===== src/logic/sensor_fifo_consts.svh =====
`ifndef SENSOR_FIFO_CONSTS_SVH
`define SENSOR_FIFO_CONSTS_SVH
// ------------------------------------------------------------
// Sizes and codes
// ------------------------------------------------------------
`define SF_THR_W        11
`define SF_DEPTH        2048
`define SF_CNT_W        12
`define SF_MODE_W       3
`define SF_DEC_W        3
`define SF_DEC_OFF      3'h0
`define SF_MODE_BYPASS  3'h0
`define SF_MODE_FIFO    3'h1
`define SF_MODE_CONT    3'h6
`define SF_SET_BYTES    6
`endif


===== src/logic/sensor_fifo_pkg.sv =====
`default_nettype none
package sensor_fifo_pkg;
   // Packing selected for data set 4
   typedef enum logic [1:0]
   {
      SET4_NONE = 2'b00,
      SET4_TIME = 2'b01,
      SET4_TEMP = 2'b11
   } set4_kind_t;
   // Sampled sensor values for one trigger
   typedef struct packed
   {
      logic [15:0] ax;
      logic [15:0] ay;
      logic [15:0] az;
      logic [15:0] gx;
      logic [15:0] gy;
      logic [15:0] gz;
      logic [23:0] stamp;
      logic [15:0] steps;
      logic [15:0] temp;
   } sensor_sample_t;
   // Status flags seen by the host
   typedef struct packed
   {
      logic        watermark_flag;
      logic        smart_full_flag;
      logic        empty_flag;
      logic [11:0] level;
   } buffer_status_t;
endpackage
`default_nettype wire


===== src/logic/sensor_fifo_core.sv =====
`include "sensor_fifo_consts.svh"
`default_nettype none
// Summary of operation
// (RULE_01) Eleven-bit threshold, unit one 16-bit word
// (RULE_02) Watermark when count reaches or passes threshold
// (RULE_03) Limit bit makes threshold the capacity
// (RULE_04) Without limit, store past threshold until full
// (RULE_05) Smart-full rises one word before capacity
// (RULE_06) FIFO mode with limit: watermark never set
// (RULE_07) Continuous with limit: smart-full then watermark
// (RULE_08) High-only keeps upper byte of motion data
// (RULE_09) High-only set: six interleaved accel/gyro bytes
// (RULE_10) High-only uses set one, host zeroes set two
// (RULE_11) Time/step record: fixed six-byte order
// (RULE_12) Time/step record goes in set four
// (RULE_13) Trigger select: buffer rate or each step
// (RULE_14) Host enables features before operating mode
// (RULE_15) Temperature record in set four, bytes 3-4
// (RULE_16) Host sets temperature options before mode
// (RULE_17) Three-bit operating mode selects behaviour
// (RULE_18) Flags follow every write and every read
module sensor_fifo_core
#(
   parameter int DEPTH = `SF_DEPTH
)
(
   input  wire logic                 clk,
   input  wire logic                 srst,
   input  wire logic [10:0]          threshold_level,    // RULE_01
   input  wire logic                 limit_at_threshold,
   input  wire logic                 high_part_only,
   input  wire logic [2:0]           set1_decimation,
   input  wire logic [2:0]           set4_decimation,
   input  wire logic                 time_step_record_en,
   input  wire logic                 time_step_trigger_sel,
   input  wire logic                 temp_record_en,
   input  wire logic                 data_valid_sel,
   input  wire logic [2:0]           operating_mode,
   input  wire logic                 rate_tick,
   input  wire logic                 step_detect,
   input  wire logic                 word_read,
   input  wire sensor_fifo_pkg::sensor_sample_t sample,
   output logic [15:0]               word_count_out,
   output logic                      watermark_flag,
   output logic                      smart_full_flag,
   output logic                      word_strobe,
   output logic [15:0]               word_data
);
   // The count is twelve bits, so no buffer beyond the full size
   if (DEPTH < 2 || DEPTH > `SF_DEPTH)
   begin : g_depth_check
      $error("DEPTH out of range");
   end

   // ------------------------------------------------------------
   // Pin synchronisers
   // ------------------------------------------------------------
   logic [1:0] tick_s1_reg, tick_s2_reg, tick_d_reg;
   logic [1:0] tick_next;
   // Two stages; edge detect only on the second stage
   always_comb
   begin
      tick_next = {step_detect, rate_tick};
   end
   always_ff @(posedge clk)
   begin
      if (srst)
      begin
         tick_s1_reg <= 2'h0;
         tick_s2_reg <= 2'h0;
         tick_d_reg  <= 2'h0;
      end
      else
      begin
         tick_s1_reg <= tick_next;
         tick_s2_reg <= tick_s1_reg;
         tick_d_reg  <= tick_s2_reg;
      end
   end
   logic rate_edge, step_edge;
   assign rate_edge = tick_s2_reg[0] & ~tick_d_reg[0];
   assign step_edge = tick_s2_reg[1] & ~tick_d_reg[1];

   // Decimation compare used for set one and set four
   function automatic logic dec_hit(input logic [2:0] dec,
                                    input logic [2:0] cnt);
      dec_hit = (dec != `SF_DEC_OFF) && (cnt == 3'(dec - 3'h1));
   endfunction

   // ------------------------------------------------------------
   // Record sequencer
   // ------------------------------------------------------------
   typedef enum logic [1:0]
   {
      ST_IDLE = 2'b00,
      ST_SET1 = 2'b01,
      ST_SET4 = 2'b11
   } seq_t;
   seq_t       state_reg, state_next;
   logic [2:0] byte_reg, byte_next;
   logic [2:0] dec1_reg, dec1_next;
   logic [2:0] dec4_reg, dec4_next;
   logic       want4_reg, want4_next;
   logic [7:0] lo_reg, lo_next;
   logic       half_reg, half_next;
   sensor_fifo_pkg::sensor_sample_t smp_reg, smp_next;
   sensor_fifo_pkg::set4_kind_t kind;
   logic [7:0] pick;
   logic       push;
   logic [15:0] push_word;
   logic       time_trig;
   logic       set4_on;

   // Set-four content: record wins over temperature
   assign kind = time_step_record_en ? sensor_fifo_pkg::SET4_TIME :
                 (temp_record_en ? sensor_fifo_pkg::SET4_TEMP :
                  sensor_fifo_pkg::SET4_NONE);                 // RULE_15
   assign set4_on = (kind != sensor_fifo_pkg::SET4_NONE);
   // Step trigger only applies to set four, time/step or temperature record
   assign time_trig = (time_step_trigger_sel && !data_valid_sel) ?
                      step_edge : rate_edge;                   // RULE_13

   sensor_fifo_packer u_packer
   (
      .high_only (high_part_only),
      .kind      (kind),
      .set4_sel  (state_reg == ST_SET4),
      .byte_idx  (byte_reg),
      .smp       (smp_reg),
      .byte_out  (pick)
   );

   // Sequencer next state; one byte per clock
   always_comb
   begin
      state_next = state_reg;
      byte_next  = byte_reg;
      dec1_next  = dec1_reg;
      dec4_next  = dec4_reg;
      want4_next = want4_reg;
      lo_next    = lo_reg;
      half_next  = half_reg;
      smp_next   = smp_reg;
      push       = 1'b0;
      push_word  = {pick, lo_reg};
      case (state_reg)
         ST_IDLE:
         begin
            // Mode field gates storage; host writes it last
            if (operating_mode != `SF_MODE_BYPASS) // RULE_17
            begin
               if (rate_edge && dec_hit(set1_decimation, dec1_reg))
                  state_next = ST_SET1;
               if (rate_edge)
                  dec1_next = dec_hit(set1_decimation, dec1_reg) ?
                              3'h0 : 3'(dec1_reg + 3'h1);
               if (set4_on && time_trig)
               begin
                  // Set four decimation applies to records
                  want4_next = dec_hit(set4_decimation, dec4_reg); // RULE_12
                  dec4_next  = want4_next ? 3'h0 : 3'(dec4_reg + 3'h1);
                  if (want4_next && !(rate_edge &&
                      dec_hit(set1_decimation, dec1_reg)))
                     state_next = ST_SET4;
               end
               if (state_next != ST_IDLE)
               begin
                  smp_next  = sample;
                  byte_next = 3'h0;
                  half_next = 1'b0;
               end
            end
         end
         ST_SET1, ST_SET4:
         begin
            // Bytes pair into words, low byte first
            if (half_reg)
               push = 1'b1;
            else
               lo_next = pick;
            half_next = ~half_reg;
            if (byte_reg == 3'(`SF_SET_BYTES - 1))
            begin
               byte_next = 3'h0;
               if (state_reg == ST_SET1 && want4_reg)
                  state_next = ST_SET4;
               else
                  state_next = ST_IDLE;
               if (state_reg == ST_SET4)
                  want4_next = 1'b0;
            end
            else
               byte_next = 3'(byte_reg + 3'h1);
         end
         default:
            state_next = ST_IDLE;
      endcase
   end
   always_ff @(posedge clk)
   begin
      if (srst)
      begin
         state_reg <= ST_IDLE;
         byte_reg  <= 3'h0;
         dec1_reg  <= 3'h0;
         dec4_reg  <= 3'h0;
         want4_reg <= 1'b0;
         lo_reg    <= 8'h00;
         half_reg  <= 1'b0;
         smp_reg   <= '0;
      end
      else
      begin
         state_reg <= state_next;
         byte_reg  <= byte_next;
         dec1_reg  <= dec1_next;
         dec4_reg  <= dec4_next;
         want4_reg <= want4_next;
         lo_reg    <= lo_next;
         half_reg  <= half_next;
         smp_reg   <= smp_next;
      end
   end

   // ------------------------------------------------------------
   // Occupancy and flags
   // ------------------------------------------------------------
   logic [11:0] cnt_reg, cnt_next;
   logic [11:0] cap;
   logic        full, take, drop;
   logic        wm_next, sf_next, strobe_next;
   logic [15:0] data_next;
   logic        wm_reg, sf_reg, strobe_reg;
   logic [15:0] data_reg;

   // Threshold replaces physical size when limited
   assign cap  = limit_at_threshold ? {1'b0, threshold_level} :
                 12'(DEPTH);                                   // RULE_03
   // Outside continuous mode storage stops as smart-full rises, so with the limit set the count
   // stays one word under the threshold and the watermark stays low
   assign full = (12'(cnt_reg + 12'h1) >= cap);                // RULE_06
   // FIFO mode stops one word short of capacity; continuous keeps storing
   assign take = push && (!full || operating_mode == `SF_MODE_CONT); // RULE_04
   assign drop = word_read && (cnt_reg != 12'h0);

   always_comb
   begin
      cnt_next = cnt_reg;
      if (take && !drop && cnt_reg != 12'(DEPTH))
         cnt_next = 12'(cnt_reg + 12'h1);
      else if (drop && !take)
         cnt_next = 12'(cnt_reg - 12'h1);
      // Flags from the new count, so reads clear them at once
      wm_next = (cnt_next >= {1'b0, threshold_level});   // RULE_02 RULE_18
      sf_next = (12'(cnt_next + 12'h1) >= cap);           // RULE_05
      strobe_next = take;
      data_next   = take ? push_word : data_reg;
   end
   always_ff @(posedge clk)
   begin
      if (srst)
      begin
         cnt_reg    <= 12'h0;
         wm_reg     <= 1'b0;
         sf_reg     <= 1'b0;
         strobe_reg <= 1'b0;
         data_reg   <= 16'h0000;
      end
      else
      begin
         cnt_reg    <= cnt_next;
         wm_reg     <= wm_next;
         sf_reg     <= sf_next;
         strobe_reg <= strobe_next;
         data_reg   <= data_next;
      end
   end
   assign word_count_out  = {4'h0, cnt_reg};
   assign watermark_flag  = wm_reg;
   assign smart_full_flag = sf_reg;
   assign word_strobe     = strobe_reg;
   assign word_data       = data_reg;

   // ------------------------------------------------------------
   // Checks
   // ------------------------------------------------------------
   property p_wm;
      @(posedge clk) disable iff (srst)
      1'b1 |=> (watermark_flag == (cnt_reg >= {1'b0, $past(threshold_level)}));
   endproperty
   a_wm: assert property (p_wm) else $error("watermark wrong"); // RULE_02
   property p_sf;
      @(posedge clk) disable iff (srst)
      1'b1 |=> (smart_full_flag == (12'(cnt_reg + 12'h1) >= $past(cap)));
   endproperty
   a_sf: assert property (p_sf) else $error("smart full wrong"); // RULE_05
   property p_stop;
      @(posedge clk) disable iff (srst)
      (operating_mode == `SF_MODE_FIFO && full && !drop) |=>
         (cnt_reg == $past(cnt_reg));
   endproperty
   a_stop: assert property (p_stop) else $error("stored past cap"); // RULE_03
   property p_rd;
      @(posedge clk) disable iff (srst)
      (drop && !take) |=> (cnt_reg == 12'($past(cnt_reg) - 12'h1));
   endproperty
   a_rd: assert property (p_rd) else $error("read not counted"); // RULE_18
   property p_bypass;
      @(posedge clk) disable iff (srst)
      (operating_mode == `SF_MODE_BYPASS && state_reg == ST_IDLE) |=>
         (state_reg == ST_IDLE);
   endproperty
   a_bypass: assert property (p_bypass) else $error("stored in bypass"); // RULE_17
   property p_six;
      @(posedge clk) disable iff (srst)
      ($rose(state_reg == ST_SET4) && $past(state_reg) == ST_IDLE) |->
         (state_reg == ST_SET4) [*6] ##1 (state_reg == ST_IDLE);
   endproperty
   a_six: assert property (p_six) else $error("set four not six"); // RULE_11
   property p_cont;
      @(posedge clk) disable iff (srst)
      (operating_mode == `SF_MODE_CONT && push) |=> word_strobe;
   endproperty
   a_cont: assert property (p_cont) else $error("continuous lost"); // RULE_07
   property p_over;
      @(posedge clk) disable iff (srst)
      (!limit_at_threshold && push && cnt_reg < 12'(DEPTH - 1)) |=>
         word_strobe;
   endproperty
   a_over: assert property (p_over) else $error("stopped early"); // RULE_04
endmodule
`default_nettype wire


===== src/logic/sensor_fifo_packer.sv =====
`include "sensor_fifo_consts.svh"
`default_nettype none
// ------------------------------------------------------------
// Byte packer: chooses the six record bytes of one data set
// ------------------------------------------------------------
module sensor_fifo_packer
(
   input  wire logic                       high_only,
   input  wire sensor_fifo_pkg::set4_kind_t kind,
   input  wire logic                       set4_sel,
   input  wire logic [2:0]                 byte_idx,
   input  wire sensor_fifo_pkg::sensor_sample_t smp,
   output logic [7:0]                      byte_out
);
   // Combinational byte pick
   always_comb
   begin
      byte_out = 8'h00;
      if (set4_sel)
      begin
         if (kind == sensor_fifo_pkg::SET4_TIME)
         begin
            case (byte_idx) // RULE_11
               3'h0:    byte_out = smp.stamp[15:8];
               3'h1:    byte_out = smp.stamp[23:16];
               3'h3:    byte_out = smp.stamp[7:0];
               3'h4:    byte_out = smp.steps[7:0];
               3'h5:    byte_out = smp.steps[15:8];
               default: byte_out = 8'h00;
            endcase
         end
         else
         begin
            case (byte_idx) // RULE_15
               3'h2:    byte_out = smp.temp[7:0];
               3'h3:    byte_out = smp.temp[15:8];
               default: byte_out = 8'h00;
            endcase
         end
      end
      else if (high_only) // RULE_08 RULE_10
      begin
         // Interleaved high bytes, accel first
         case (byte_idx) // RULE_09
            3'h0:    byte_out = smp.ax[15:8];
            3'h1:    byte_out = smp.gx[15:8];
            3'h2:    byte_out = smp.ay[15:8];
            3'h3:    byte_out = smp.gy[15:8];
            3'h4:    byte_out = smp.az[15:8];
            default: byte_out = smp.gz[15:8];
         endcase
      end
      else
      begin
         // Full gyro words, low byte first
         case (byte_idx)
            3'h0:    byte_out = smp.gx[7:0];
            3'h1:    byte_out = smp.gx[15:8];
            3'h2:    byte_out = smp.gy[7:0];
            3'h3:    byte_out = smp.gy[15:8];
            3'h4:    byte_out = smp.gz[7:0];
            default: byte_out = smp.gz[15:8];
         endcase
      end
   end
endmodule
`default_nettype wire


===== config.mk =====
export PLATFORM = sky130hd
export DESIGN_NAME = sensor_fifo_core
export DESIGN_NICKNAME = d
export VERILOG_FILES = /design/src/logic/sensor_fifo_pkg.sv /design/src/logic/sensor_fifo_core.sv /design/src/logic/sensor_fifo_packer.sv
export VERILOG_INCLUDE_DIRS = /design/src /design/src/logic
export SDC_FILE = /design/constraint.sdc
export NUM_CORES = 1
export LEC_CHECK = 0
export BUFFER_PORTS_ARGS = -buffer_cell sky130_fd_sc_hd__buf_2
export CAP_MARGIN = 5
export CELL_PAD_IN_SITES_DETAIL_PLACEMENT = 1
export CELL_PAD_IN_SITES_GLOBAL_PLACEMENT = 2
export CORE_ASPECT_RATIO = 1.25
export CORE_MARGIN = 1
export CORE_UTILIZATION = 34
export CTS_CLUSTER_DIAMETER = 60
export DETAILED_ROUTE_END_ITERATION = 16
export PLACE_DENSITY_LB_ADDON = 0.1
export SLEW_MARGIN = 15
export SYNTH_ARGS = -nofsm -noshare
export SYNTH_HDL_FRONTEND = slang
export SYNTH_SLANG_ARGS = --single-unit

===== constraint.sdc =====
create_clock -name clk -period 10 [get_ports clk]
set_input_delay 1.5 -clock clk [delete_from_list [all_inputs] [get_ports clk]]
set_output_delay 1.5 -clock clk [all_outputs]
set_load 0.01 [all_outputs]

### Word-level counts from Yosys, hierarchy flattened

Index checks and enable logic that the tools add are counted.

| storage, ports and cells | value |
|---|---|
| word-level logic and storage cells | 130 |
| register bits | 210 |
| output and inout port bits | 35 |
| bits of input ports | 183 |

| operators by class | value |
|---|---|
| reduce and logical (&&, ||, !) cells | 35 |
| bitwise gates (word level) | 5 |
| order comparisons | 3 |
| eq/ne operators | 17 |
| multiplexer cells | 38 |
| $add $sub $neg | 8 |

Operator list:

| kind | number |
|---|---|
| $pmux W8 S5 | 3 |
| $mux W12 | 3 |
| $add A12 B1 Y12 const B | 2 |
| $ge A12 B12 Y1 | 2 |
| $mux W8 | 3 |
| $mux W2 | 10 |
| $pmux W8 S2 | 1 |
| $mux W3 | 5 |
| $ge A12 B11 Y1 | 1 |
| $logic_and A1 B1 Y1 | 12 |
| $ne A12 B12 Y1 const B | 1 |
| $reduce_and A3 Y1 | 4 |
| $reduce_bool A12 Y1 | 1 |
| $sub A12 B1 Y12 const B | 1 |
| $add A3 B1 Y3 const B | 3 |
| $eq A3 B3 Y1 const B | 3 |
| $mux W1 | 9 |
| $reduce_bool A3 Y1 | 3 |
| $ne A2 B2 Y1 const B | 4 |
| $eq A3 B2 Y1 const B | 2 |
| $eq A3 B3 Y1 | 2 |
| $pmux W3 S2 | 1 |
| $reduce_bool A2 Y1 | 3 |
| $sub A3 B1 Y3 const B | 2 |
| other kinds (15) | 25 |

### Depth between registers and ports, before layout

| logic depth | value |
|---|---|
| depth after elaboration | 14 |
| mapped depth | 26 |
| mapped depth without buffers | 24 |

### Hierarchy

Synthesis repeated with hierarchy kept, for this count alone.

| second synthesis, totals | value |
|---|---|
| cells, all modules | 1333 |
| area, all modules | 10406.2 um^2 |

Modules (own cells, without submodules):

| module | cells each | times used | seq. area each (um^2) | area each (um^2) |
|---|---|---|---|---|
| sensor_fifo_core | 1128 | 1 | 4204.0 | 9027.4 |
| sensor_fifo_packer | 205 | 1 | 0.0 | 1378.8 |

### Least setup slack after synthesis

Ideal clock, no wire load.

| path | value |
|---|---|
| path type | input-to-reg |
| start point | input port limit_at_threshold |
| end point | register sf_reg (netlist: smart_full_flag) |
| path buffers | 2 |
| arrival time | 5.517 ns |
| slack | 4.359 ns |
| stages on the path | 20 |
| data required time | 9.876 ns |
| library setup time | 0.124 ns |
| cells stage by stage | clkbuf_1 -> nand2_1 -> ha_1 -> nand4_1 -> or3b_1 -> o2111ai_1 -> clkbuf_1 -> nand2_1 -> o211ai_1 -> o31ai_1 -> ha_1 -> ha_1 -> a21o_1 -> a21o_1 -> a21o_1 -> a21o_1 -> a21o_1 -> a21o_1 -> a21oi_1 -> o21ai_0 |

| on the way | value |
|---|---|
| longest elaborated chain between the ends | 11 |
| elaborated cells on any way between the ends | 13 |
| classes of those cells | 1 x add/sub; 2 x order compare; 3 x mux; 7 x reduce/logical |

Ends and longest elaborated chain:

| element | line | RTL |
|---|---|---|
| from (decl) | sensor_fifo_core.sv:30 | `input wire logic limit_at_threshold,` |
| $mux W12 * | sensor_fifo_core.sv:237 | `assign cap = limit_at_threshold ? {1'b0, threshold_level} :` |
| $ge A12 B12 Y1 * | sensor_fifo_core.sv:241 | `assign full = (12'(cnt_reg + 12'h1) >= cap);` |
| $logic_not A1 Y1 * | sensor_fifo_core.sv:243 | `` assign take = push && (!full \|\| operating_mode == `SF_MODE_CONT); `` |
| $logic_or A1 B1 Y1 (no source line) * | - |  |
| $logic_and A1 B1 Y1 * | sensor_fifo_core.sv:243 |  |
| $logic_not A1 Y1 | sensor_fifo_core.sv:251 | `else if (drop && !take)` |
| $logic_and A1 B1 Y1 | sensor_fifo_core.sv:251 |  |
| $mux W12 | sensor_fifo_core.sv:251 |  |
| $mux W12 * | sensor_fifo_core.sv:249 | `if (take && !drop && cnt_reg != 12'(DEPTH))` |
| net cnt_next[1] | sensor_fifo_core.sv:228 | `logic [11:0] cnt_reg, cnt_next;` |
| $add A12 B1 Y12 * | sensor_fifo_core.sv:255 | `sf_next = (12'(cnt_next + 12'h1) >= cap);` |
| $ge A12 B12 Y1 * | sensor_fifo_core.sv:255 |  |
| to (signal assigned) | sensor_fifo_core.sv:273 | `sf_reg <= sf_next;` |
| to (decl) | sensor_fifo_core.sv:233 | `logic wm_reg, sf_reg, strobe_reg;` |

Mark *: on every way through the listed nets, which the timed path passes. The rest lies on a longest branch.
A chain may end at the register's enable or synchronous reset.

### Worst setup path after layout

| path | value |
|---|---|
| start point | register cnt_reg[2] |
| end point | register sf_reg (netlist: smart_full_flag) |

| on the way | value |
|---|---|
| longest elaborated chain between the ends | 11 |
| elaborated cells on any way between the ends | 18 |
| classes of those cells | 3 x add/sub; 2 x order compare; 1 x eq/ne; 2 x mux; 10 x reduce/logical |

Ends and longest elaborated chain:

| element | line | RTL |
|---|---|---|
| from (decl) | sensor_fifo_core.sv:228 |  |
| from (signal assigned) | sensor_fifo_core.sv:271 | `cnt_reg <= cnt_next;` |
| $add A12 B1 Y12 | sensor_fifo_core.sv:241 |  |
| $ge A12 B12 Y1 | sensor_fifo_core.sv:241 |  |
| $logic_not A1 Y1 | sensor_fifo_core.sv:243 |  |
| $logic_or A1 B1 Y1 (no source line) | - |  |
| $logic_and A1 B1 Y1 | sensor_fifo_core.sv:243 |  |
| $logic_not A1 Y1 | sensor_fifo_core.sv:251 |  |
| $logic_and A1 B1 Y1 | sensor_fifo_core.sv:251 |  |
| $mux W12 | sensor_fifo_core.sv:251 |  |
| $mux W12 * | sensor_fifo_core.sv:249 |  |
| net cnt_next[0] | sensor_fifo_core.sv:228 |  |
| $add A12 B1 Y12 * | sensor_fifo_core.sv:255 |  |
| $ge A12 B12 Y1 * | sensor_fifo_core.sv:255 |  |

Marks and branches as above.

==> impl_metrics.csv <==
group,metric,value,unit
outcome,status,"finished, final reports clean",
yosys,synth_edf_count,0,
setup_path,crit_path_start,"cnt_reg[2]",
clocking,clockBufferDepth,2,
yosys,avgSynthCellArea,7.98,sq um
flow_run,drv_cap,0,
setup_path,worst_setup_path_start_kind,"flip-flop",
power,switchingPower,907,uW
placed_design,pre_cts_ws,3.47,ns
timing,rsz0062_at_grt,"no",
clocking,post-cts-setup-buffer-count,0,
floorplan,io_pins,218,
global_route,grt_pass1_wl,45700,microns
yosys,synth-main-ff-cell,"dfxtp_1",
global_route,grt_antenna_before_repair,2,
floorplan,initial_core_util,0.350,
clocking,clk_pin_slew,0.08,ns
layout,largest_register_ffs,128,
power,vdd_drop_max,0.126,mV
yosys,yosys-top-cells-area,"dfxtp_1, nand2_1, a21oi_1",
setup_path,slowest_delay,0.73,ns
setup_path,timing.rr.start,"cnt_reg[2]",
route,drtIter0Drc,341,
placed_design,gp_congestion,0.795,
setup_path,cp_top_family,"compound AO/OA/AOI/OAI gates",
setup_path,path_max_fanout,20,
yosys,synthesis.area,9460,sq um
timing,finalSetupViolCount,0,
power,switching_share,0.372,
timing,maxSlewHeadroom,0.289,
timing,fmax,155,MHz
timing,tightest_slew,1.06,ns
yosys,yosysWarnings,0,
floorplan,die_h,189,microns
power,p_clk_frac,0.269,
timing,min_period,6.45,ns
placed_design,dp_hpwl,21800,microns
setup_path,worstPathArrival,6.77,ns
setup_path,worstSetupPathType,"flip-flop to flip-flop",
route,wl,29400,microns
min_path,whs_path_depth,1,
yosys,synth_most_common_cell,"nand2_1",
placed_design,portBuffers,189,
clocking,htreeDepth,4,
yosys,synth_top_area_share,0.393,
setup_path,cp.required,10.32,ns
setup_path,cp.depth,24,
setup_path,crit_buf_inv,1,
floorplan,coreArea,27100,sq um
clocking,insertion_delay,0.44,ns
clocking,hold_buffers,0,
yosys,ys_ff_latch,186,
route,avgViaCountPerCell,5.10,
timing,clock_skew,0.00972,ns
timing,slew_violations,0,
power,power.leakage,0.00458,uW
power,combPwrFrac,0.369,
floorplan,fp.dieArea,28500,sq um
power,p_int,1530,uW
yosys,syn_inst,1186,
route,vias,8582,
timing,tns,0,ns
clocking,cts_resized,0,
route,wl_per_cell,17.5,microns
layout,syn2layout_area_growth,17.7,%
timing,worst_slack,3.55,ns
layout,finalNetCount,1551,
min_path,min_from,"tick_s1_reg[1]",
setup_path,crit_slowest_cell,"o2111a_2",
floorplan,die_x,151,microns
route,drcViolationCount,0,
route,firstDrtPassIters,4,
min_path,worstHoldPathType,"flip-flop to flip-flop",
power,seq_power_share,0.363,
yosys,async_reset_ff_frac,0,
global_route,first_global_vias,8787,
floorplan,row_count,67,
clocking,cts-root-buf,"clkbuf_16",
timing,holdWs,0.455,ns
clocking,cts_tree,"built",
setup_path,end_kind,"flip-flop",
timing,hold_violations,0,
global_route,grt_overflow,0,
setup_path,crit_chain,"nand3_1, nor3_1, and3_1, and2_1, nand2_1, xnor2_1, ha_1, nand4_1, nor2_1, o31ai_1, o2111a_2, mux2i_1, xnor2_1, inv_1, ha_1, ha_1, a21o_1, a21o_1, a21o_1, a21o_1, a21o_1, a21o_1, a21oi_1, o21ai_0",
global_route,grtUsageTotal,0.210,
setup_path,crit_path_frequent_cell,"a21o_1",
layout,drive_gt1_frac,0.195,
clocking,clock-sinks,186,
yosys,yosysUniqueCellTypes,68,
global_route,grt_max_degree,96,
yosys,ys_top_cells_by_count,"nand2_1, dfxtp_1, a21oi_1, nor2_1, clkbuf_1",
setup_path,r2r_cells,24,
power,power_density,219,nW/um^2
clocking,cts_inserted_buffers,17,
yosys,ys_seq_area_frac,0.393,
route,ant_nets,0,
timing,fin_crit_sh,0.645,
yosys,yosys.area.top_type,"dfxtp_1",
## path summary, 6_finish.rpt
kind                          end  slack [ns]
setup / recovery  smart_full_flag        3.55
hold / removal     tick_s2_reg[1]        0.45
setup reg to reg  smart_full_flag        3.55
hold reg to reg    tick_s2_reg[1]        0.45
## layer usage
layer | wire [microns] | GRT usage
met5 | 13 | 0
met2 | 15800 | 0.398
met4 | 442 | 0.0600
met1 | 12300 | 0.236
met3 | 874 | 0.0346
## power groups by stage
stage,registers (uW),clock network [uW],logic (uW)
final,884,655,899
after global routing,895,701,1010
after CTS,885,675,921
after detailed placement,902,0,916
after global placement,901,0,890
after floorplan,874,0,675
## cells in the final DEF (no fill, tap or decap), types with 4 or more instances in the layout
cell,n
clkinv_2,5
nand2b_1,6
inv_1,26
nand3_1,7
and3_1,8
o21ai_0,19
nor2b_1,13
buf_2,188
mux2i_1,46
clkinv_4,4
conb_1,4
ha_1,45
nor3_1,7
xnor2_1,19
a22oi_1,13
and2_1,13
xor2_1,18
nor3b_1,4
a31oi_1,11
a21oi_1,168
nor2_1,65
a211o_1,7
nand2_1,323
a21o_1,12
a211oi_1,7
a22o_1,8
dfxtp_1,185
a221oi_1,14
clkbuf_16,17
buf_4,9
## area by class of cell
class | count | area [sq um]
Clock buffer | 18 | 439
Tap cell | 345 | 432
Sequential cell | 186 | 3720
Timing Repair Buffer | 198 | 1020
Inverter | 26 | 97.6
Antenna cell | 1 | 2.50
Fill cell | 3391 | 15900
Clock inverter | 14 | 123
Multi-Input combinational cell | 894 | 5300
## per-stage QoR
| step | total power (uW) | util | std cells | cell area (sq um) |
|---|---|---|---|---|
| after floorplan | 1550 | - | 1189 | 9480 |
| after global placement | 1790 | 0.391 | 1649 | 10600 |
| after detailed placement | 1820 | 0.391 | 1649 | 10600 |
| after CTS | 2480 | 0.411 | 1681 | 11100 |
| after global routing | 2600 | 0.411 | 1681 | 11100 |
| final | 2440 | 0.411 | 1682 | 11100 |
## kinds of logic (layout without fill, tap and decap cells)
kind of cell,count (synthesis),count (layout),share of synthesized area
flip-flops,186,186,0.393
adder cells (fa/ha/maj),45,45,0.0595
XOR/XNOR,41,41,0.0411
AO/OA/AOI/OAI,280,280,0.180
AND/OR/NAND/NOR,473,473,0.218
other,1,5,0.000396
buffers and inverters,109,256,0.0502
multiplexers,51,51,0.0570
Power figures use the tool's default switching activity.
